File: config.mk
export PLATFORM = sky130hd
export DESIGN_NAME = ioms_top
export DESIGN_NICKNAME = d
export VERILOG_FILES = /design/src/ioms_pkg.sv /design/src/ioms_top.sv
export SDC_FILE = /design/constraint.sdc
export NUM_CORES = 2
export LEC_CHECK = 0
export BUFFER_PORTS_ARGS = -buffer_cell sky130_fd_sc_hd__buf_2
export CAP_MARGIN = 20
export CORE_MARGIN = 1
export CORE_UTILIZATION = 41
export CTS_CLUSTER_SIZE = 40
export DETAILED_ROUTE_END_ITERATION = 8
export PLACE_DENSITY = 0.59
export SLEW_MARGIN = 40
export SYNTH_ARGS = -nofsm -noshare
export SYNTH_HDL_FRONTEND = slang
export SYNTH_SLANG_ARGS = --single-unit
File: constraint.sdc
create_clock -name clk -period 27.4 [get_ports clk]
set_input_delay 5.48 -clock clk [delete_from_list [all_inputs] [get_ports clk]]
set_output_delay 5.48 -clock clk [all_outputs]
set_load 0.02 [all_outputs]
File: src/ioms_pkg.sv
package ioms_pkg;
    // ********************************************************************
    // Sizes and timing
    // ********************************************************************
    localparam int IOMS_NCH = 8;
    localparam int IOMS_RTS_W = 15;
    localparam int IOMS_TIME_W = 64;
    localparam int IOMS_CLK_PERIOD_NS = 10;
    localparam int IOMS_MS_NS = 1_000_000;
    localparam int IOMS_MS_CYCLES = IOMS_MS_NS / IOMS_CLK_PERIOD_NS;
    localparam int IOMS_FIFO_DEPTH = 16;
    localparam logic [7:0] IOMS_FLT_BIAS = 8'h7F;

    // ********************************************************************
    // Reset values of the configuration
    // ********************************************************************
    localparam logic IOMS_RST_INT_FMT = 1'b0;
    localparam logic IOMS_RST_STAMP = 1'b0;
    localparam logic IOMS_RST_LATCH = 1'b0;
    localparam logic IOMS_RST_CLAMP = 1'b0;
    localparam logic [15:0] IOMS_RST_CLAMP_LO = 16'h8000;
    localparam logic [15:0] IOMS_RST_CLAMP_HI = 16'h7FFF;
    localparam logic [15:0] IOMS_RST_PROG_VALUE = 16'h0000;

    typedef struct packed {
        logic int_fmt;
        logic stamp_time;
        logic latch_en;
        logic clamp_en;
        logic [15:0] clamp_lo;
        logic [15:0] clamp_hi;
        logic [15:0] prog_value;
    } ioms_cfg_t;

    typedef struct packed {
        logic [2:0] chan;
        logic is_echo;
        logic [IOMS_RTS_W-1:0] rts;
        logic [IOMS_TIME_W-1:0] sys_time;
        logic [31:0] data;
    } ioms_rec_t;

    localparam int IOMS_REC_W = $bits(ioms_rec_t);

    // Signed 16-bit count to single precision; every such value is exact
    function automatic logic [31:0] ioms_to_float(input logic [15:0] v);
        logic [15:0] mag;
        logic [4:0] msb;
        logic [38:0] man;
        logic [31:0] r;
        mag = v[15] ? 16'(-v) : v;
        msb = 5'h00;
        r = 32'h0000_0000;
        for (int i = 0; i < 16; i++) begin
            if (mag[i]) begin
                msb = 5'(i);
            end
        end
        man = {mag, 23'h000000} >> msb;
        if (mag != 16'h0000) begin
            r = {v[15], 8'(IOMS_FLT_BIAS + {3'h0, msb}), man[22:0]};
        end
        return r;
    endfunction : ioms_to_float
endpackage : ioms_pkg

File: src/ioms_top.sv
`timescale 1ns/10ps

// ************************************************************************
// Record FIFO between the service logic and the backplane consumer
// ************************************************************************
module ioms_fifo #(
    parameter int WIDTH = 8,
    parameter int DEPTH = 16
) (
    input wire logic clk,
    input wire logic reset,
    input wire logic in_valid,
    output logic in_ready,
    input wire logic [WIDTH-1:0] in_data,
    output logic out_valid,
    input wire logic out_ready,
    output logic [WIDTH-1:0] out_data
);
    localparam int AW = $clog2(DEPTH);
    logic [WIDTH-1:0] mem [DEPTH];
    logic [AW-1:0] wr_ptr;
    logic [AW-1:0] rd_ptr;
    logic [AW:0] count;
    wire push = in_valid && in_ready;
    wire pop = out_valid && out_ready;

    assign in_ready = count != (AW+1)'(DEPTH);
    assign out_valid = count != '0;
    assign out_data = mem[rd_ptr];

    always_ff @(posedge clk) begin
        if (push) begin
            mem[wr_ptr] <= in_data;
        end
    end

    always_ff @(posedge clk) begin
        if (reset) begin
            wr_ptr <= '0;
            rd_ptr <= '0;
            count <= '0;
        end else begin
            wr_ptr <= push ? AW'(wr_ptr + 1'b1) : wr_ptr;
            rd_ptr <= pop ? AW'(rd_ptr + 1'b1) : rd_ptr;
            count <= (AW+1)'(count + push - pop);
        end
    end
endmodule : ioms_fifo

// Notes on behaviour
// - Free-running 15-bit counter advances once every millisecond, apart from chassis time.
// - Input variant captures the counter value at every channel scan.
// - Output variant updates reported counter only when the converter takes new values.
// - Records carry shared chassis time when the chosen format asks for it.
// - Records are produced unpolled into one stream any consumer may read.
// - With latching enabled, an alarm stays set after its condition disappears.
// - Integer format exchanges 16-bit signed two's complement channel values.
// - Floating format exchanges 32-bit IEEE single precision channel values.
// - Floating format is the default after configuration reset.
// - Output clamping is unavailable while integer format is selected.
// - Inhibited output variant enters program mode, outputs take program value.
// - Calibration indicator is lit while the module is in calibration mode.
// - Separate module status indicator shows the communication status.
// - Calibration runs on one selected channel or on all channels.
// - Configured sensor offset is added to each value during calculation.
module ioms_top
    import ioms_pkg::*;
#(
    parameter int MS_CYCLES = IOMS_MS_CYCLES
) (
    input wire logic clk,
    input wire logic reset,
    input wire logic output_variant,
    input wire logic [IOMS_TIME_W-1:0] shared_chassis_time,
    input wire logic cfg_wr,
    input wire ioms_cfg_t cfg_data,
    output ioms_cfg_t cfg,
    input wire logic offset_wr,
    input wire logic [2:0] offset_chan,
    input wire logic [15:0] offset_value,
    input wire logic scan_valid,
    output logic scan_ready,
    input wire logic [2:0] scan_chan,
    input wire logic [15:0] scan_value,
    input wire logic cmd_wr,
    input wire logic [2:0] cmd_chan,
    input wire logic [15:0] cmd_value,
    input wire logic dac_apply,
    input wire logic [2:0] dac_chan,
    output logic dac_load,
    output logic [2:0] dac_load_chan,
    output logic [15:0] dac_code,
    output logic [IOMS_RTS_W-1:0] rolling_time,
    output logic [IOMS_RTS_W-1:0] reported_time,
    input wire logic inhibit,
    output logic program_mode,
    input wire logic connected,
    output logic module_status_led,
    input wire logic cal_start,
    input wire logic cal_all,
    input wire logic [2:0] cal_chan,
    input wire logic cal_done,
    output logic cal_led,
    output logic [IOMS_NCH-1:0] cal_chan_mask,
    input wire logic [IOMS_NCH-1:0] alarm_cond,
    input wire logic [IOMS_NCH-1:0] alarm_unlatch,
    output logic [IOMS_NCH-1:0] alarm,
    output logic rec_valid,
    input wire logic rec_ready,
    output ioms_rec_t rec_data
);
    typedef enum logic [0:0] {IOMS_CAL_IDLE, IOMS_CAL_RUN} ioms_cal_t;

    // ********************************************************************
    // Millisecond time base and rolling counter
    // ********************************************************************
    localparam int MS_W = $clog2(MS_CYCLES);
    localparam logic [MS_W-1:0] MS_LAST = MS_W'(MS_CYCLES - 1);
    logic [MS_W-1:0] ms_div;
    wire ms_tick = ms_div == MS_LAST;

    always_ff @(posedge clk) begin
        if (reset) begin
            ms_div <= '0;
            rolling_time <= '0;
        end else begin
            ms_div <= ms_tick ? '0 : MS_W'(ms_div + 1'b1);
            // Plain width-limited increment wraps 7FFF to 0000
            if (ms_tick) begin
                rolling_time <= IOMS_RTS_W'(rolling_time + 1'b1);
            end
        end
    end

    // ********************************************************************
    // Configuration and per-channel tables
    // ********************************************************************
    logic [15:0] offset [IOMS_NCH];
    logic [15:0] cmd [IOMS_NCH];

    always_ff @(posedge clk) begin
        if (reset) begin
            cfg.int_fmt <= IOMS_RST_INT_FMT;
            cfg.stamp_time <= IOMS_RST_STAMP;
            cfg.latch_en <= IOMS_RST_LATCH;
            cfg.clamp_en <= IOMS_RST_CLAMP;
            cfg.clamp_lo <= IOMS_RST_CLAMP_LO;
            cfg.clamp_hi <= IOMS_RST_CLAMP_HI;
            cfg.prog_value <= IOMS_RST_PROG_VALUE;
        end else if (cfg_wr) begin
            cfg <= cfg_data;
        end
    end

    always_ff @(posedge clk) begin
        if (reset) begin
            for (int i = 0; i < IOMS_NCH; i++) begin
                offset[i] <= 16'h0000;
                cmd[i] <= 16'h0000;
            end
        end else begin
            if (offset_wr) begin
                offset[offset_chan] <= offset_value;
            end
            if (cmd_wr) begin
                cmd[cmd_chan] <= cmd_value;
            end
        end
    end

    // ********************************************************************
    // Value path: offset, clamp, program mode, format
    // ********************************************************************
    wire [2:0] sel_chan = output_variant ? dac_chan : scan_chan;
    wire [15:0] raw = output_variant ? cmd[dac_chan] : scan_value;
    wire [15:0] offs = offset[sel_chan];
    wire [16:0] sum = {raw[15], raw} + {offs[15], offs};
    wire sum_ovf = sum[16] != sum[15];
    wire [15:0] corrected = sum_ovf ? {sum[16], {15{~sum[16]}}} : sum[15:0];
    wire clamp_on = cfg.clamp_en && !cfg.int_fmt;
    wire below_lo = $signed(corrected) < $signed(cfg.clamp_lo);
    wire above_hi = $signed(corrected) > $signed(cfg.clamp_hi);
    wire [15:0] clamped = !clamp_on ? corrected :
                          below_lo ? cfg.clamp_lo :
                          above_hi ? cfg.clamp_hi : corrected;
    wire [15:0] applied = program_mode ? cfg.prog_value : clamped;
    wire [15:0] value = output_variant ? applied : corrected;
    wire [31:0] int_word = {{16{value[15]}}, value};
    wire [31:0] flt_word = ioms_to_float(value);
    wire [31:0] fmt_word = cfg.int_fmt ? int_word : flt_word;

    assign program_mode = output_variant && inhibit;

    // ********************************************************************
    // Record production
    // ********************************************************************
    logic fifo_ready;
    ioms_rec_t new_rec;
    wire event_req = output_variant ? dac_apply : scan_valid;
    wire push = event_req && fifo_ready;

    // Converter loads and scans stall while the stream is backed up
    assign scan_ready = fifo_ready && !output_variant;
    assign new_rec.chan = sel_chan;
    assign new_rec.is_echo = output_variant;
    assign new_rec.rts = rolling_time;
    assign new_rec.sys_time = cfg.stamp_time ? shared_chassis_time :
                              '0;
    assign new_rec.data = fmt_word;

    ioms_fifo #(
        .WIDTH(IOMS_REC_W),
        .DEPTH(IOMS_FIFO_DEPTH)
    ) u_fifo (
        .clk(clk),
        .reset(reset),
        .in_valid(event_req),
        .in_ready(fifo_ready),
        .in_data(new_rec),
        .out_valid(rec_valid),
        .out_ready(rec_ready),
        .out_data(rec_data)
    );

    always_ff @(posedge clk) begin
        if (reset) begin
            reported_time <= '0;
            dac_load <= 1'b0;
            dac_load_chan <= 3'h0;
            dac_code <= IOMS_RST_PROG_VALUE;
        end else begin
            dac_load <= push && output_variant;
            if (push) begin
                reported_time <= rolling_time;
            end
            if (push && output_variant) begin
                dac_load_chan <= dac_chan;
                dac_code <= applied;
            end
        end
    end

    // ********************************************************************
    // Alarms
    // ********************************************************************
    wire [IOMS_NCH-1:0] keep = {IOMS_NCH{cfg.latch_en}} & alarm &
                               ~alarm_unlatch;
    wire [IOMS_NCH-1:0] next_alarm = alarm_cond | keep;

    always_ff @(posedge clk) begin
        if (reset) begin
            alarm <= '0;
        end else begin
            alarm <= next_alarm;
        end
    end

    // ********************************************************************
    // Calibration and indicators
    // ********************************************************************
    ioms_cal_t cal_state;
    ioms_cal_t next_cal_state;
    wire [IOMS_NCH-1:0] one_chan = IOMS_NCH'(1) << cal_chan;

    always_comb begin
        next_cal_state = cal_state;
        case (cal_state)
            IOMS_CAL_IDLE: begin
                if (cal_start) begin
                    next_cal_state = IOMS_CAL_RUN;
                end
            end
            IOMS_CAL_RUN: begin
                if (cal_done) begin
                    next_cal_state = IOMS_CAL_IDLE;
                end
            end
            default: next_cal_state = IOMS_CAL_IDLE;
        endcase
    end

    always_ff @(posedge clk) begin
        if (reset) begin
            cal_state <= IOMS_CAL_IDLE;
            cal_chan_mask <= '0;
        end else begin
            cal_state <= next_cal_state;
            if (cal_state == IOMS_CAL_IDLE && cal_start) begin
                cal_chan_mask <= cal_all ? '1 : one_chan;
            end else if (cal_state == IOMS_CAL_RUN && cal_done) begin
                cal_chan_mask <= '0;
            end
        end
    end

    assign cal_led = cal_state == IOMS_CAL_RUN;
    assign module_status_led = connected && !inhibit;
endmodule : ioms_top

==> impl_metrics.env <==
export IMPL_drive_above_1_share_pct=30.6
export IMPL_fp_row_count=172
export IMPL_ys_ff_latch=2233
export IMPL_end_kind="flop"
export IMPL_hold_path_class="reg -> reg"
export IMPL_postCtsHoldBufs=0
export IMPL_clock_path_buffers=3
export IMPL_grt_pass1_wl_mm=352
export IMPL_yosysWarningCount=0
export IMPL_outcome="finished clean"
export IMPL_max_clock_freq_mhz=59.4
export IMPL_syn_to_final_growth_pct=15.8
export IMPL_die_h_um=474
export IMPL_powerDensity_nw_per_um2=97.9
export IMPL_port_buffers=446
export IMPL_syn_inst=4751
export IMPL_critPathTopFamily="compound AO/OA/AOI/OAI gates"
export IMPL_gp_congestion=0.881
export IMPL_fin_ws_ns=10.56
export IMPL_min_path_cells=1
export IMPL_grt_overflow=0
export IMPL_clkLatencyLatePin_ns=0.88
export IMPL_drt_iter0_drc=4342
export IMPL_start_util_pct=41.4
export IMPL_postCtsSetupBuffers=0
export IMPL_totalWireLength_mm=243
export IMPL_nets=5586
export IMPL_synth_area_um2=91200
export IMPL_dieArea_um2=224000
export IMPL_nFillCells=18500
export IMPL_grt_pass1_vias=49200
export IMPL_max_cap_violations=0
export IMPL_cpMostUsedCell="ha_1"
export IMPL_drtPass1Iterations=6
export IMPL_fp_dieW_um=474
export IMPL_max_stage_delay_ns=0.59
export IMPL_p_clk_share_pct=29.8
export IMPL_hpwl_mm=140
export IMPL_ios=447
export IMPL_clock_sinks=2233
export IMPL_timing_rr_end="u_fifo.mem[9][19]$_DFFE_PP_"
export IMPL_timing_final_hold_violations=0
export IMPL_rsz0062_at_grt="false"
export IMPL_worst_pin_slew_ns=0.869
export IMPL_post_place_ws_ns=9.51
export IMPL_required_ns=27.77
export IMPL_worstPathArrival_ns=17.21
export IMPL_p_leak_nw=35.1
export IMPL_slew_viol_final=0
export IMPL_core_um2=220000
export IMPL_min_from="ms_div[0]$_SDFF_PP0_"
export IMPL_internal_power_w=0.00710
export IMPL_drtAntennaViolNets=0
export IMPL_ir_drop_mv=0.0721
export IMPL_synth_edf_count=2080
export IMPL_max_slew_margin_pct=42.1
export IMPL_htreeDepth=4
export IMPL_rr_startpoint="cmd[2][5]$_SDFFCE_PN0P_"
export IMPL_start_kind="primary input"
export IMPL_fin_crit_ns=16.84
export IMPL_drc=0
export IMPL_clkSlewWorstSetupHoldPaths_ns=0.06
export IMPL_power_frac_comb_pct=29.0
export IMPL_synth_cell_types=107
export IMPL_root_buffer="clkbuf_16"
export IMPL_cpMaxStageDelayCell="mux4_2"
export IMPL_tns_ns=0
export IMPL_syn_avg_cell_area_um2=19.2
export IMPL_swShare_pct=31.3
export IMPL_ff2ff_path_depth=41
export IMPL_path_max_fanout=34
export IMPL_grt_total_usage_pct=21.6
export IMPL_power_switching_w=0.00324
export IMPL_setup_viol=0
export IMPL_viasPerCell=5.64
export IMPL_grt_max_degree=88
export IMPL_via_count=47800
export IMPL_path_class="in -> reg"
export IMPL_numCtsBuffers=228
export IMPL_wl_per_cell_um=28.6
export IMPL_antenna_found_initial=22
export IMPL_cts_tree="done"
export IMPL_cts_resized=0
export IMPL_post_route_period_util_pct=61.5
export IMPL_seq_power_share_pct=41.2
export IMPL_reg2reg_slack_ns=15.99
export IMPL_whs_endpoint="ms_div[0]$_SDFF_PP0_"
export IMPL_synthArstFlopShare_pct=0
export IMPL_synthFlopType="edfxtp_1"
export IMPL_critPathBufInv=5
export IMPL_finClkSkew_ns=0.0717
export IMPL_synth_seq_area_share_pct=71.9
export IMPL_syn_num_nets=5027
worst register-to-register path, delay by kind of cell, from the launching register on:
| kind | cells | cell delay, ns |
|---|---|---|
| buf+inv | 2 | 0.53 |
| mux | 4 | 1.32 |
| xor+xnor | 2 | 0.38 |
| simple gates | 11 | 1.98 |
| compound gates | 18 | 4.82 |
| flops | 1 | 0.37 |
| fa+ha+maj | 4 | 1.52 |
cells by family (layout without fill, tap and decap cells):
logic type                 after synthesis  count (layout)  synth area share, %
xor gates and xnor gates                54              54                0.527
adders and majority gates               67              67                0.936
and+or+nand+nor                        921             921                 5.24
muxes                                  741             741                 16.9
buffers and inverters                  342            1105                 1.51
other                                    0               8                    0
AOI/OAI and AO/OA                      393             393                 3.06
DFF                                   2233            2233                 71.9
stage by stage:
stage | total power, W | hold slack (ns) | instances | area [µm²] | utilization [%]
6_report | 0.0103 | 0.445 | 8480 | 106000 | 47.9
3_5_place_dp | 0.00734 | 0.438 | 8036 | 98000 | 44.5
5_1_grt | 0.0108 | 0.467 | 8474 | 106000 | 47.9
3_3_place_gp | 0.00729 | 0.429 | 8018 | 97300 | 44.2
2_1_floorplan | 0.00635 | 0.418 | 4751 | 91200 | -
4_1_cts | 0.0104 | 0.452 | 8470 | 105000 | 47.8
power by group through the flow:
stage / sequential, W / clock [W] / combinational, W
after global placement: 0.00433 / 0 / 0.00296
after detailed placement: 0.00434 / 0 / 0.00300
after global routing: 0.00427 / 0.00327 / 0.00322
final: 0.00426 / 0.00308 / 0.00300
after CTS: 0.00426 / 0.00315 / 0.00301
after floorplan: 0.00433 / 0 / 0.00202
registers in the layout, summed over array words and instances (netlist names), named ones only:
name,flops
cal_led,1
ms_div,17
dac_load,1
u_fifo.count,5
cal_chan_mask,8
u_fifo.mem,1824
u_fifo.wr_ptr,4
dac_code,16
offset,128
u_fifo.rd_ptr,4
reported_time,15
cmd,128
cfg,52
dac_load_chan,3
alarm,8
rolling_time,15
synth_stat cells, drive strengths merged (34+ instances only):
cell type  count  share of area (%)
buf           75               0.41
mux4         634                 16
nand3         34               0.20
edfxtp      2080                 69
mux2i         97                1.1
inv           81               0.33
and2         330                2.3
o21ai         79               0.43
nor3          37               0.23
nand2        161               0.67
nor2         245                1.0
a21oi         99               0.56
ha            65               0.89
clkbuf       182               0.75
dfxtp        153                3.4
final cells by class:
class / count / area (µm²) / share of cell area (%)
Tap cell: 2958 / 3700 / 3.51
Sequential cell: 2233 / 65500 / 62.1
Multi-Input combinational cell: 2176 / 24700 / 23.4
Timing Repair Buffer: 586 / 3790 / 3.60
Clock inverter: 143 / 1410 / 1.33
Inverter: 85 / 320 / 0.304
Antenna cell: 8 / 20.0 / 0.0190
Clock buffer: 291 / 6080 / 5.76
worst max-delay path by stage:
stage / depth (start not counted) / from / endpoint / slack [ns]
6_report: 45 / dac_chan[0] / u_fifo.mem[9][19]$_DFFE_PP_ / 10.56
4_1_cts: 45 / dac_chan[0] / u_fifo.mem[2][13]$_DFFE_PP_ / 10.37
3_3_place_gp: 45 / dac_chan[0] / u_fifo.mem[0][20]$_DFFE_PP_ / 9.68
3_5_place_dp: 48 / dac_chan[0] / u_fifo.mem[12][13]$_DFFE_PP_ / 9.51
5_1_grt: 49 / dac_chan[0] / u_fifo.mem[9][19]$_DFFE_PP_ / 9.48
2_1_floorplan: 49 / output_variant / u_fifo.mem[0][26]$_DFFE_PP_ / 10.81
cell usage in the layout (no fill, tap or decap), types with 78 or more instances in the layout:
| master | n |
|---|---|
| buf_2 | 445 |
| a21oi_1 | 95 |
| clkbuf_16 | 232 |
| nor2_1 | 217 |
| edfxtp_1 | 2080 |
| and2_1 | 329 |
| dfxtp_1 | 147 |
| buf_4 | 94 |
| inv_1 | 78 |
| mux4_2 | 634 |
| nand2_1 | 160 |
| mux2i_1 | 95 |
layer usage:
layer  part of all wire, %  track usage (%)  up-vias
met4                   2.0             4.78       16
met3                   6.1             3.62      316
met1                    44             30.8    25600
li1                      -                -    20400
met2                    48             35.0     1514
met5                 0.042                0        -
No activity file was read; power rests on OpenSTA's default activity.
